==> src/logic/iobdb_defines.svh <==
`ifndef IOBDB_DEFINES_SVH
`define IOBDB_DEFINES_SVH
`define IOBDB_SYS_W 32
`define IOBDB_PER_W 16
`define IOBDB_ADDR_LO 2
`define IOBDB_ADDR_HI 21
`define IOBDB_SEL_BIT 21
`define IOBDB_SLOW_CYC 8'h14
`define IOBDB_MED_CYC 8'h0c
`define IOBDB_FAST_CYC 8'h06
`define IOBDB_SYNC_CYC 8'h03
`define IOBDB_HOLD_CYC 8'h01
`endif

==> src/logic/iobdb_pkg.sv <==
package iobdb_pkg;
   typedef enum logic [1:0] {IOBDB_SLOW, IOBDB_MEDIUM, IOBDB_FAST, IOBDB_SYNC} iobdb_speed_e;
   typedef enum {IOBDB_IDLE, IOBDB_STROBE, IOBDB_HOLD, IOBDB_DONE} iobdb_state_e;
endpackage : iobdb_pkg

==> src/logic/iobdb_sync3.sv <==
`timescale 1ns/1ps
`default_nettype none
module iobdb_sync3 #(
   parameter int WIDTH = 16
) (
   // Clock and reset
   input wire logic core_clk,
   input wire logic rst_n,
   // Data
   input wire logic [WIDTH-1:0] async_in,
   output logic [WIDTH-1:0] sync_out
);
   logic [WIDTH-1:0] s1_ff, s2_ff, s3_ff, out_ff;
   logic [WIDTH-1:0] nxt_out;
   // A change is accepted only once stages two and three agree
   always_comb begin
      nxt_out = out_ff;
      if (s2_ff == s3_ff) begin
         nxt_out = s3_ff;
      end
   end
   always_ff @(posedge core_clk) begin
      if (!rst_n) begin
         s1_ff <= '0;
         s2_ff <= '0;
         s3_ff <= '0;
         out_ff <= '0;
      end else begin
         s1_ff <= async_in;
         s2_ff <= s1_ff;
         s3_ff <= s2_ff;
         out_ff <= nxt_out;
      end
   end
   assign sync_out = out_ff;
endmodule : iobdb_sync3
`default_nettype wire

==> src/logic/iobdb_bridge.sv <==
`timescale 1ns/1ps
`default_nettype none
`include "iobdb_defines.svh"
// Overview of operation
// RULE1 - 16-bit peripheral data, buffered address lines 2-21
// RULE2 - Write drives system bits 16-31 outward
// RULE3 - Read places peripheral data on bits 0-15
// RULE4 - Upper half of read data undefined
// RULE5 - Byte stores replicated across all lanes
// RULE6 - Half-word stores replicated on both halves
// RULE7 - Bytewide card byte lands in lowest byte
// RULE8 - 8-bit peripherals use lowest byte lane
// RULE9 - Controller supports slow, medium, fast, synchronous
// RULE10 - All peripheral accesses are memory mapped
// RULE11 - Address line 21 selects this controller
// RULE12 - Separate read and write latch controls
// RULE13 - Write data held until strobe ends
module iobdb_bridge
   import iobdb_pkg::*;
#(
   parameter logic [7:0] SLOW_CYC = `IOBDB_SLOW_CYC,
   parameter logic [7:0] MED_CYC = `IOBDB_MED_CYC,
   parameter logic [7:0] FAST_CYC = `IOBDB_FAST_CYC,
   parameter logic [7:0] SYNC_CYC = `IOBDB_SYNC_CYC
) (
   // Clock and reset
   input wire logic core_clk,
   input wire logic rst_n,
   // Processor side memory-mapped request
   input wire logic cpu_req,
   input wire logic cpu_write,
   input wire logic [`IOBDB_ADDR_HI:`IOBDB_ADDR_LO] cpu_addr,
   input wire logic [1:0] cpu_speed,
   input wire logic [`IOBDB_SYS_W-1:0] cpu_wdata,
   output logic [`IOBDB_SYS_W-1:0] cpu_rdata,
   output logic cpu_done,
   output logic cpu_busy,
   // Peripheral bus
   output logic [`IOBDB_ADDR_HI:`IOBDB_ADDR_LO] buffered_address_lines,
   input wire logic [`IOBDB_PER_W-1:0] peripheral_data_lines_in,
   output logic [`IOBDB_PER_W-1:0] peripheral_data_lines_out,
   output logic peripheral_data_lines_oe_n,
   output logic per_read_strobe_n,
   output logic per_write_strobe_n,
   // Latch controls
   output logic read_latch_control,
   output logic write_latch_control
);
   iobdb_state_e state_ff, nxt_state;
   logic [7:0] cnt_ff, nxt_cnt;
   logic wr_ff, nxt_wr;
   logic [`IOBDB_ADDR_HI:`IOBDB_ADDR_LO] addr_ff, nxt_addr;
   logic [`IOBDB_PER_W-1:0] wlat_ff, nxt_wlat;
   logic [`IOBDB_SYS_W-1:0] rdata_ff, nxt_rdata;
   logic done_ff, nxt_done;
   logic rds_n_ff, nxt_rds_n, wrs_n_ff, nxt_wrs_n, oe_n_ff, nxt_oe_n;
   logic rlc_ff, nxt_rlc, wlc_ff, nxt_wlc;
   logic busy_ff, nxt_busy;
   logic [`IOBDB_PER_W-1:0] pdl_sync;
   logic [7:0] speed_len;

   // Peripheral data is asynchronous to core_clk
   iobdb_sync3 #(.WIDTH(`IOBDB_PER_W)) iobdb_sync3_i (
      .core_clk(core_clk),
      .rst_n(rst_n),
      .async_in(peripheral_data_lines_in),
      .sync_out(pdl_sync)
   );

   always_comb begin
      case (iobdb_speed_e'(cpu_speed)) // RULE9
         IOBDB_SLOW: speed_len = SLOW_CYC;
         IOBDB_MEDIUM: speed_len = MED_CYC;
         IOBDB_FAST: speed_len = FAST_CYC;
         IOBDB_SYNC: speed_len = SYNC_CYC;
         default: speed_len = SLOW_CYC;
      endcase
   end

   always_comb begin
      nxt_state = state_ff;
      nxt_cnt = cnt_ff;
      nxt_wr = wr_ff;
      nxt_addr = addr_ff;
      nxt_wlat = wlat_ff;
      nxt_rdata = rdata_ff;
      nxt_done = 1'b0;
      nxt_rds_n = 1'b1;
      nxt_wrs_n = 1'b1;
      nxt_oe_n = oe_n_ff;
      nxt_rlc = 1'b0;
      nxt_wlc = 1'b0;
      case (state_ff)
         IOBDB_IDLE: begin
            nxt_oe_n = 1'b1;
            // Requests with line 21 low belong to another controller
            if (cpu_req && cpu_addr[`IOBDB_SEL_BIT]) begin // RULE10 RULE11
               nxt_state = IOBDB_STROBE;
               nxt_cnt = speed_len;
               nxt_wr = cpu_write;
               nxt_addr = cpu_addr; // RULE1
               if (cpu_write) begin
                  // Upper half carries the store; byte and half stores are replicated
                  nxt_wlat = cpu_wdata[`IOBDB_SYS_W-1:`IOBDB_PER_W]; // RULE2 RULE5 RULE6 RULE8
                  nxt_wlc = 1'b1; // RULE12
                  nxt_oe_n = 1'b0;
                  nxt_wrs_n = 1'b0;
               end else begin
                  nxt_rds_n = 1'b0;
               end
            end
         end
         IOBDB_STROBE: begin
            nxt_wrs_n = ~wr_ff;
            nxt_rds_n = wr_ff;
            if (cnt_ff == 8'h01) begin
               nxt_state = IOBDB_HOLD;
               nxt_cnt = `IOBDB_HOLD_CYC;
               nxt_wrs_n = 1'b1;
               nxt_rds_n = 1'b1;
               if (!wr_ff) begin
                  // Upper half left zero: its value is undefined to software
                  nxt_rdata = {{`IOBDB_PER_W{1'b0}}, pdl_sync}; // RULE3 RULE4 RULE7
                  nxt_rlc = 1'b1; // RULE12
               end
            end else begin
               nxt_cnt = cnt_ff - 8'h01;
            end
         end
         IOBDB_HOLD: begin
            // Drive stays on one cycle past the write strobe edge
            nxt_state = IOBDB_DONE;
            nxt_oe_n = 1'b1; // RULE13
         end
         IOBDB_DONE: begin
            nxt_done = 1'b1;
            nxt_state = IOBDB_IDLE;
         end
         default: nxt_state = IOBDB_IDLE;
      endcase
      nxt_busy = (nxt_state != IOBDB_IDLE);
   end

   always_ff @(posedge core_clk) begin
      if (!rst_n) begin
         state_ff <= IOBDB_IDLE;
         cnt_ff <= 8'h00;
         wr_ff <= 1'b0;
         addr_ff <= '0;
         wlat_ff <= '0;
         rdata_ff <= '0;
         done_ff <= 1'b0;
         rds_n_ff <= 1'b1;
         wrs_n_ff <= 1'b1;
         oe_n_ff <= 1'b1;
         rlc_ff <= 1'b0;
         wlc_ff <= 1'b0;
         busy_ff <= 1'b0;
      end else begin
         state_ff <= nxt_state;
         cnt_ff <= nxt_cnt;
         wr_ff <= nxt_wr;
         addr_ff <= nxt_addr;
         wlat_ff <= nxt_wlat;
         rdata_ff <= nxt_rdata;
         done_ff <= nxt_done;
         rds_n_ff <= nxt_rds_n;
         wrs_n_ff <= nxt_wrs_n;
         oe_n_ff <= nxt_oe_n;
         rlc_ff <= nxt_rlc;
         wlc_ff <= nxt_wlc;
         busy_ff <= nxt_busy;
      end
   end

   assign cpu_rdata = rdata_ff;
   assign cpu_done = done_ff;
   assign cpu_busy = busy_ff;
   assign buffered_address_lines = addr_ff;
   assign peripheral_data_lines_out = wlat_ff;
   assign peripheral_data_lines_oe_n = oe_n_ff;
   assign per_read_strobe_n = rds_n_ff;
   assign per_write_strobe_n = wrs_n_ff;
   assign read_latch_control = rlc_ff;
   assign write_latch_control = wlc_ff;

   write_map_a: assert property (@(posedge core_clk) disable iff (!rst_n) // RULE2
      state_ff == IOBDB_IDLE && cpu_req && cpu_write && cpu_addr[`IOBDB_SEL_BIT]
      |=> peripheral_data_lines_out == $past(cpu_wdata[31:16]))
      else $error("write data not mapped from upper half");
   write_hold_a: assert property (@(posedge core_clk) disable iff (!rst_n) // RULE13
      !per_write_strobe_n |=> !peripheral_data_lines_oe_n && $stable(peripheral_data_lines_out))
      else $error("write data moved during strobe");
   read_map_a: assert property (@(posedge core_clk) disable iff (!rst_n) // RULE3
      read_latch_control |-> cpu_rdata[15:0] == $past(pdl_sync))
      else $error("read data not mapped to lower half");
   select_line_a: assert property (@(posedge core_clk) disable iff (!rst_n) // RULE11
      state_ff == IOBDB_IDLE && cpu_req && !cpu_addr[`IOBDB_SEL_BIT] |=> !cpu_busy)
      else $error("cycle started with line 21 low");
   latch_excl_a: assert property (@(posedge core_clk) disable iff (!rst_n) // RULE12
      !(read_latch_control && write_latch_control))
      else $error("both latch controls active");
   speed_sync_a: assert property (@(posedge core_clk) disable iff (!rst_n) // RULE9
      state_ff == IOBDB_IDLE && cpu_req && cpu_addr[`IOBDB_SEL_BIT] && cpu_speed == 2'h3
      |=> state_ff == IOBDB_STROBE [*3] ##1 state_ff == IOBDB_HOLD)
      else $error("synchronous cycle length wrong");
   addr_hold_a: assert property (@(posedge core_clk) disable iff (!rst_n) // RULE1
      state_ff == IOBDB_STROBE |=> $stable(buffered_address_lines))
      else $error("address changed mid cycle");
   done_pulse_a: assert property (@(posedge core_clk) disable iff (!rst_n) // RULE10
      state_ff == IOBDB_HOLD |=> ##1 cpu_done ##1 !cpu_done)
      else $error("done pulse missing");
   strobe_excl_a: assert property (@(posedge core_clk) disable iff (!rst_n) // RULE12
      !(!per_read_strobe_n && !per_write_strobe_n))
      else $error("both strobes active");
   wlatch_pulse_a: assert property (@(posedge core_clk) disable iff (!rst_n) // RULE12
      write_latch_control |=> !write_latch_control)
      else $error("write latch control not a pulse");
   read_nodrive_a: assert property (@(posedge core_clk) disable iff (!rst_n) // RULE12
      !per_read_strobe_n |-> peripheral_data_lines_oe_n)
      else $error("bridge drives data during read");
   busy_select_a: assert property (@(posedge core_clk) disable iff (!rst_n) // RULE11
      cpu_busy |-> buffered_address_lines[`IOBDB_SEL_BIT])
      else $error("cycle running without line 21");
endmodule : iobdb_bridge
`default_nettype wire

==> config.mk <==
export PLATFORM = sky130hd
export DESIGN_NAME = iobdb_bridge
export DESIGN_NICKNAME = d
export VERILOG_FILES = /design/src/logic/iobdb_pkg.sv /design/src/logic/iobdb_sync3.sv /design/src/logic/iobdb_bridge.sv
export VERILOG_INCLUDE_DIRS = /design/src /design/src/logic
export SDC_FILE = /design/constraint.sdc
export NUM_CORES = 1
export LEC_CHECK = 0
export BUFFER_PORTS_ARGS = -buffer_cell sky130_fd_sc_hd__buf_2
export CAP_MARGIN = 10
export CELL_PAD_IN_SITES_DETAIL_PLACEMENT = 0
export CELL_PAD_IN_SITES_GLOBAL_PLACEMENT = 1
export CORE_MARGIN = 2
export CORE_UTILIZATION = 45
export CTS_BUF_LIST = sky130_fd_sc_hd__clkbuf_2 sky130_fd_sc_hd__clkbuf_4 sky130_fd_sc_hd__clkbuf_8
export DETAILED_ROUTE_END_ITERATION = 10
export PLACE_DENSITY = 0.95
export SLEW_MARGIN = 20
export SYNTH_ARGS = -nofsm -noshare
export SYNTH_HDL_FRONTEND = slang
export SYNTH_SLANG_ARGS = --single-unit
==> constraint.sdc <==
create_clock -name core_clk -period 3.8 [get_ports core_clk]
set_clock_uncertainty 0.1 [all_clocks]
set_input_delay 0.19 -clock core_clk [delete_from_list [all_inputs] [get_ports core_clk]]
set_output_delay 0.19 -clock core_clk [all_outputs]
set_load 0.01 [all_outputs]
==> results of run 1 <==
layout by cell type, fill, tap and decap left out, drive strengths merged, types with 9 or more instances in the layout:
cell type	synthesis	layout
conb	1	46
dlygate4sd3	0	58
o21ai	21	21
nand2	28	28
buf	25	122
xnor2	19	19
clkbuf	18	21
and2	48	48
nand3	20	20
dfxtp	164	164
nor2	70	70
nor3	9	9
a21oi	11	11
mux2i	53	53
nor4	14	14
sequential cells by signal (all words and copies together), names as in the netlist, 8 cells and up:
register and cells:
peripheral_data_lines_out 16, cnt_ff 8, iobdb_sync3_i.s2_ff 16, state_ff 32, buffered_address_lines 20, iobdb_sync3_i.s1_ff 16
cpu_rdata 16, iobdb_sync3_i.sync_out 16, iobdb_sync3_i.s3_ff 16
cells by family after synthesis:
group | count (synthesis)
multiplexers | 53
other | 1
AND/OR/NAND/NOR | 209
XOR/XNOR | 19
flip-flops | 164
AO/OA/AOI/OAI | 42
buffers and inverters | 49
adder cells (fa/ha/maj) | 2
report_power, final:
group / internal (mW) / total, mW / switching [mW]
Sequential: 1.76 / 1.77 / 0.0182
Combinational: 0.0918 / 0.166 / 0.0746
Clock: 0.648 / 1.24 / 0.595
Total: 2.50 / 3.18 / 0.688
cell type report:
cell class / count / share of cell area (%)
clock buffers: 21 / 3.80
clock inverters: 11 / 1.68
inverters: 6 / 0.302
multi-input cells: 371 / 31.1
flip-flops and latches: 164 / 44.1
well taps: 172 / 2.89
repair buffers: 180 / 16.2
per-stage QoR:
| step | worst slack (ps) | util, % | power [mW] | area [µm²] | hold slack [ps] |
|---|---|---|---|---|---|
| 2_1_floorplan | 1750 | - | 1.90 | 5860 | 208 |
| 3_3_place_gp | 1230 | 51.8 | 1.93 | 6460 | 299 |
| 3_5_place_dp | 1130 | 51.8 | 1.93 | 6460 | 299 |
| 4_1_cts | 1120 | 59.8 | 3.22 | 7450 | 337 |
| 5_1_grt | 931 | 59.8 | 3.33 | 7450 | 361 |
| 6_report | 1170 | 59.8 | 3.18 | 7450 | 333 |
path summary, 6_finish.rpt:
kind                                                   end  slack, ps
worst max-delay path            buffered_address_lines[17]       1170
worst min-delay path                iobdb_sync3_i.s2_ff[7]        330
worst max register to register  buffered_address_lines[17]       1170
worst min register to register      iobdb_sync3_i.s2_ff[7]        330
critical path, cell delays in order, from the launching register on:
cell,delay [ps]
dfxtp_1,300
nor4_1,310
nand4_1,620
nor4_4,450
buf_4,380
mux2i_1,250
nor2_1,50
layer usage:
layer	routed length [µm]	vias up	track usage [%]
li1	-	2153	-
met1	4810	1927	20.7
met2	5380	130	27.8
met3	632	16	5.71
met4	160	0	6.27
met5	0	-	0
==> impl_metrics.ini, run 1 <==
[status]
status = finished clean

[placement]
gp_congestion = 0.840
port_buffers = 116
post-dp-hpwl_mm = 7.20
dpl.cell_count = 835

[synth]
syn_area_um2 = 5690
synth-edff-count = 0
synthTopCellsByCount = dfxtp_1 (164), nor2_1 (70), mux2i_1 (53), and2_1 (48), nand2_1 (28)
synthMuxAreaShare_pct = 9.32
yosys-top-cells-area = dfxtp_1 (58%), mux2i_1 (9.3%), and2_1 (5.3%), nor2_1 (4.6%), xnor2_1 (2.9%)
yosysUniqueCellTypes = 43
synthFlopType = dfxtp_1
synth_warnings = 0
synth.largest_area_cell = dfxtp_1
synth_xor_area_share_pct = 2.92
synth-simple-area-share_pct = 20.7
synth_seq_cells = 164
avgSynthCellArea_um2 = 10.6
synth_top_family_by_area = simple AND/OR/NAND/NOR gates
synthCells = 539
synth_adder_area_share_pct = 0.440
synth_async_sr_flop_share_pct = 0
yosysTopAreaCellShare_pct = 57.7
synth_seq_area_share_pct = 57.7
synth_compound_area_share_pct = 4.20
yosysMostFrequentCell = dfxtp_1

[cells_and_area]
multi_input_area_um2 = 2310
syn2layout_area_growth_pct = 30.9
drive_above_1_share_pct = 22.2
seqCellArea_um2 = 3280
fillers = 1004
instances_no_fill = 925
nets = 816
antennaDiodeCount = 0

[die]
dieArea_um2 = 13600
rows = 41
start_util_pct = 45.7
core-area_um2 = 12500
ios = 149
die_height_um = 116
die_width_um = 116

[sta]
rsz0062_at_grt = false
tns_ps = 0
worst-slew-pin-transition_ps = 719
setup_viol = 0
fin_crit_ps = 2630
slew_headroom_pct = 51.9
slew_viol_final = 0
fin_crit_sh_pct = 69.3
fmax_ghz = 0.380
final_hold_viol_count = 0

[clock_network]
cts.sinks = 164
numCtsBuffers = 17
h-tree-depth = 4
clk_latency_ps = 430
ctsResizeCount = 0
cts_root_buf = clkbuf_8
clockBufferDepth = 2
clkTransAtPathRegs_ps = 80
postCtsSetupRepairBufs = 0
tritoncts = built
hold_buffers = 58

[routing]
wl_per_cell_um = 11.9
vias_per_cell = 4.57
drt_pass1_iterations = 4
dr.first_iter.drc_count = 277
ant_nets = 0
drcViolationCount = 0
routed_wl_mm = 11.0
vias = 4226

[worst_setup_path]
cp-startpoint = state_ff[18]
critPathKind = reg2reg
worstReg2RegStart = state_ff[18]
cp-start-kind = flip-flop
worst_ep_arrival_time_ps = 2830
required_ps = 4000
worstRegToRegCells = 6
cp_max_fo = 21
end_kind = flip-flop

[power]
vdd_drop_max_mv = 0.228
powerDensity_nw_per_um2 = 427
total_leakage_power_nw = 3.09

[global_route]
gr-total-overflow = 0
track_usage_pct = 16.9
grt_pass1_vias = 4034
grt_max_degree = 81
antenna_found_initial = 0
grt_pass1_wl_mm = 18.1

[min_path]
min_delay_path_depth = 1
hold_start = iobdb_sync3_i.s1_ff[7]
holdCritPathClass = reg2reg

[run]
maxCapViolCount = 0
Power figures use the tool's default switching activity.
==> run 2: changes to the inputs <==
--- a/config.mk
+++ b/config.mk
@@ -11,10 +11,10 @@
 export CELL_PAD_IN_SITES_DETAIL_PLACEMENT = 0
 export CELL_PAD_IN_SITES_GLOBAL_PLACEMENT = 1
 export CORE_MARGIN = 2
-export CORE_UTILIZATION = 45
+export CORE_UTILIZATION = 37
 export CTS_BUF_LIST = sky130_fd_sc_hd__clkbuf_2 sky130_fd_sc_hd__clkbuf_4 sky130_fd_sc_hd__clkbuf_8
 export DETAILED_ROUTE_END_ITERATION = 10
-export PLACE_DENSITY = 0.95
+export PLACE_DENSITY = 0.86
 export SLEW_MARGIN = 20
 export SYNTH_ARGS = -nofsm -noshare
 export SYNTH_HDL_FRONTEND = slang
==> constraint.sdc (replaced) <==
create_clock -name core_clk -period 2.2 [get_ports core_clk]
set_clock_uncertainty 0.1 [all_clocks]
set_input_delay 0.11 -clock core_clk [delete_from_list [all_inputs] [get_ports core_clk]]
set_output_delay 0.11 -clock core_clk [all_outputs]
set_load 0.01 [all_outputs]
==> impl_metrics.ini, run 2 (synthesis gave the netlist of run 1 again) <==
[status]
status = finished clean

[sta]
slew_viol_final = 0
layout_setup_ws_ps = 166
fin_crit_ps = 2030
final_hold_viol_count = 0
worst-slew-pin-transition_ps = 618
fmax_ghz = 0.492
tns_ps = 0
slew_headroom_pct = 58.8
hold_ws_ps = 317
rsz0062_at_grt = false
setup_viol = 0
fin_crit_sh_pct = 92.5

[die]
die_height_um = 128
start_util_pct = 37.7
die_width_um = 128
dieArea_um2 = 16400
core-area_um2 = 15100
ios = 149
rows = 45

[worst_setup_path]
worstRegToRegCells = 6
required_ps = 2400
crit_path_top_delay_cell = or3_1
cp-start-kind = flip-flop
cpPeakStageDelay_ps = 510
critPathKind = reg2reg
cp_max_fo = 12
worst_ep_arrival_time_ps = 2240
end_kind = flip-flop
path_cells = nor4_2, nand4_1, buf_4, or3_1, o31ai_2, a311oi_1

[cells_and_area]
fin_area_um2 = 7570
instances_no_fill = 943
nets = 821
final_cell_mix = dfxtp_1 (164), buf_2 (116), nor2_1 (70)
drive_above_1_share_pct = 22.5
regMostFlops = state_ff
postLayoutCoreUtil_pct = 50.2
largest_register_ffs = 32
syn2layout_area_growth_pct = 33.1
final_common_cell = dfxtp_1

[clock_network]
clockBufferDepth = 2
cts.sinks = 164
tritoncts = built
h-tree-depth = 4
cts_root_buf = clkbuf_8
clkTransAtPathRegs_ps = 80
numCtsBuffers = 17
clk_latency_ps = 430

[routing]
dr.first_iter.drc_count = 197
wl_per_cell_um = 12.1
ant_nets = 0
drt_pass1_iterations = 4
vias = 4211
drcViolationCount = 0
routed_wl_mm = 11.4
vias_per_cell = 4.47

[min_path]
holdCritPathClass = in2reg
min_delay_path_depth = 4

[global_route]
grt_pass1_wl_mm = 18.7
gr-total-overflow = 0
track_usage_pct = 14.2
grt_pass1_vias = 4155
grt_max_degree = 81
antenna_found_initial = 0

[placement]
dpl.cell_count = 856
postPlaceCellArea_um2 = 6570
pre_cts_ws_ps = 75.6
gp_congestion = 0.877
post-dp-hpwl_mm = 7.72
port_buffers = 116

[power]
vdd_drop_max_mv = 0.431
total_leakage_power_nw = 3.13
power.total_mw = 5.57
powerDensity_nw_per_um2 = 735

[run]
maxCapViolCount = 0
## run 2: changes by cell type in the layout (fill, tap and decap cells not counted), sizes merged
cell | previous run | this run
buf | 122 | 127
clkinv | 7 | 3
clkbuf | 21 | 18
diode | 0 | 1
inv | 7 | 6
bufinv | 2 | 4
clkinvlp | 1 | 3
## run 2: worst max-delay path: cells and delay by family (launching register included)
kind / cells / cell delay, ps
flip-flops: 1 / 310
AO/OA/AOI/OAI: 2 / 330
buffers and inverters: 1 / 220
AND/OR/NAND/NOR: 3 / 940
## run 2: worst paths after layout
kind	startpoint	end	slack (ps)
worst max-delay path	state_ff[26]	cnt_ff[0]	170
worst min-delay path	cpu_wdata[18]	peripheral_data_lines_out[2]	320
worst max register to register	state_ff[26]	cnt_ff[0]	170
worst min register to register	iobdb_sync3_i.s1_ff[12]	iobdb_sync3_i.s2_ff[12]	330
## run 2: routing by layer
layer | up-vias | global-route usage (%) | wire length, µm
li1 | 2143 | - | -
met1 | 1912 | 16.7 | 5090
met2 | 136 | 23.7 | 5310
met3 | 20 | 4.38 | 777
met4 | 0 | 7.11 | 208
met5 | - | 0 | 0
## run 2: area by class of cell
| cell class | instances | area, µm² |
|---|---|---|
| sequential | 164 | 3280 |
| fill | 1363 | 7520 |
| clock buffer | 18 | 241 |
| clock inverter | 10 | 161 |
| timing repair buffer | 185 | 1290 |
| antenna | 1 | 2.50 |
| inverter | 6 | 22.5 |
| multi-input combinational | 371 | 2330 |
| tap | 188 | 235 |
## run 2: power by group
part           switching (mW)  internal (mW)
sequential             0.0319           3.03
clock                   0.991           1.22
combinational           0.130          0.162
total                    1.15           4.41
## run 2: timing repair
item,CTS,global route
buffers inserted,0,0
endpoints found under the setup margin,0,25
resized for setup,0,4
endpoints found under the hold margin,65,0
hold buffers,58,0
==> run 3: changes to the inputs <==
--- a/config.mk
+++ b/config.mk
@@ -8,7 +8,7 @@
 export LEC_CHECK = 0
 export BUFFER_PORTS_ARGS = -buffer_cell sky130_fd_sc_hd__buf_2
 export CAP_MARGIN = 10
-export CELL_PAD_IN_SITES_DETAIL_PLACEMENT = 0
+export CELL_PAD_IN_SITES_DETAIL_PLACEMENT = 1
 export CELL_PAD_IN_SITES_GLOBAL_PLACEMENT = 1
 export CORE_MARGIN = 2
 export CORE_UTILIZATION = 37
==> impl_metrics.ini, run 3 (synthesis gave the netlist of run 1 again) <==
[placement]
port_buffers = 116
post-dp-hpwl_mm = 9.19
gp_congestion = 0.877
dpl.cell_count = 856
postPlaceCellArea_um2 = 6570
pre_cts_ws_ps = 18.6

[die]
ios = 149
dieArea_um2 = 16400
core-area_um2 = 15100
start_util_pct = 37.7
die_height_um = 128
rows = 45
die_width_um = 128

[clock_network]
cts.sinks = 164
h-tree-depth = 4
clockBufferDepth = 2
numCtsBuffers = 17
clkTransAtPathRegs_ps = 80
cts_root_buf = clkbuf_8
clk_latency_ps = 440
tritoncts = built

[worst_setup_path]
crit_family = simple AND/OR/NAND/NOR gates
worstPathBufferInverterCount = 0
crit_path_top_delay_cell = nor4_4
required_ps = 2410
worstReg2RegStart = state_ff[7]
path_cells = nor4_4, nand4_4, or2_2, o21ai_0, nor2_1
cp-startpoint = state_ff[7]
critPathKind = reg2reg
cp_max_fo = 8
cpPeakStageDelay_ps = 410
cp-start-kind = flip-flop
worst_ep_arrival_time_ps = 2340
end_kind = flip-flop

[sta]
fin_crit_sh_pct = 96.8
tns_ps = 0
hold_ws_ps = 314
slew_viol_final = 0
slew_headroom_pct = 58.2
layout_setup_ws_ps = 70.0
worst-slew-pin-transition_ps = 627
setup_viol = 0
fmax_ghz = 0.469
fin_crit_ps = 2130
final_hold_viol_count = 0

[routing]
ant_nets = 0
wl_per_cell_um = 15.1
vias_per_cell = 4.65
drcViolationCount = 0
routed_wl_mm = 14.3
vias = 4411
dr.first_iter.drc_count = 167
drt_pass1_iterations = 4

[cells_and_area]
seqCellArea_um2 = 3280
final_cell_mix = dfxtp_1 (164), buf_2 (116), nor2_1 (70)
instances_no_fill = 949
drive_above_1_share_pct = 23.5
regMostFlops = state_ff
nets = 825
fin_area_um2 = 7620
final_common_cell = dfxtp_1
multi_input_area_um2 = 2340
largest_register_ffs = 32
syn2layout_area_growth_pct = 33.9
postLayoutCoreUtil_pct = 50.5
fillers = 1707
antennaDiodeCount = 0

[global_route]
antenna_found_initial = 0
track_usage_pct = 17.9
gr-total-overflow = 0
grt_pass1_vias = 4879
grt_max_degree = 81
grt_pass1_wl_mm = 23.3

[status]
status = finished clean

[run]
maxCapViolCount = 0

[power]
total_leakage_power_nw = 3.15
vdd_drop_max_mv = 0.410
powerDensity_nw_per_um2 = 720
power.total_mw = 5.49

[min_path]
hold_start = peripheral_data_lines_in[4]
holdCritPathClass = in2reg
run 3: area by class of cell:
class	instances	share of cell area, %
tap	188	3.09
sequential	164	43.1
timing repair buffer	189	17.7
inverter	6	0.296
clock inverter	9	1.38
multi-input combinational	371	30.8
clock buffer	22	3.73
run 3: worst paths after layout:
kind	slack (ps)	endpoint	cells past startpoint
min reg2reg	340	iobdb_sync3_i.s2_ff[15]	1
max reg2reg	70	cnt_ff[6]	5
max	70	cnt_ff[6]	5
min	310	iobdb_sync3_i.s1_ff[4]	3
run 3: power by group:
group | total [mW] | internal (mW) | leakage, nW | switching (mW)
sequential | 3.07 | 3.03 | 1.34 | 0.0359
clock | 2.11 | 1.09 | 0.191 | 1.02
combinational | 0.303 | 0.163 | 1.62 | 0.141
run 3: per-layer routing:
layer / global-route usage, % / vias to the layer above / share of wire (%)
met3: 4.67 / 29 / 5.0
li1: - / 2154 / -
met1: 19.8 / 2105 / 41
met2: 32.6 / 123 / 52
met5: 0 / - / 0
met4: 7.69 / 0 / 2.6
run 3: worst register-to-register path, cell delays in order, from the launching register on:
cell     delay, ps
dfxtp_1        340
nor4_4         410
nand4_4        260
or2_2          410
o21ai_0        380
nor2_1         110
run 3: what timing repair did:
action	CTS	global route
hold buffers	58	0
setup buffers	0	3
hold endpoints to repair	64	0
resized for setup	0	7
endpoints found under the setup margin	0	43
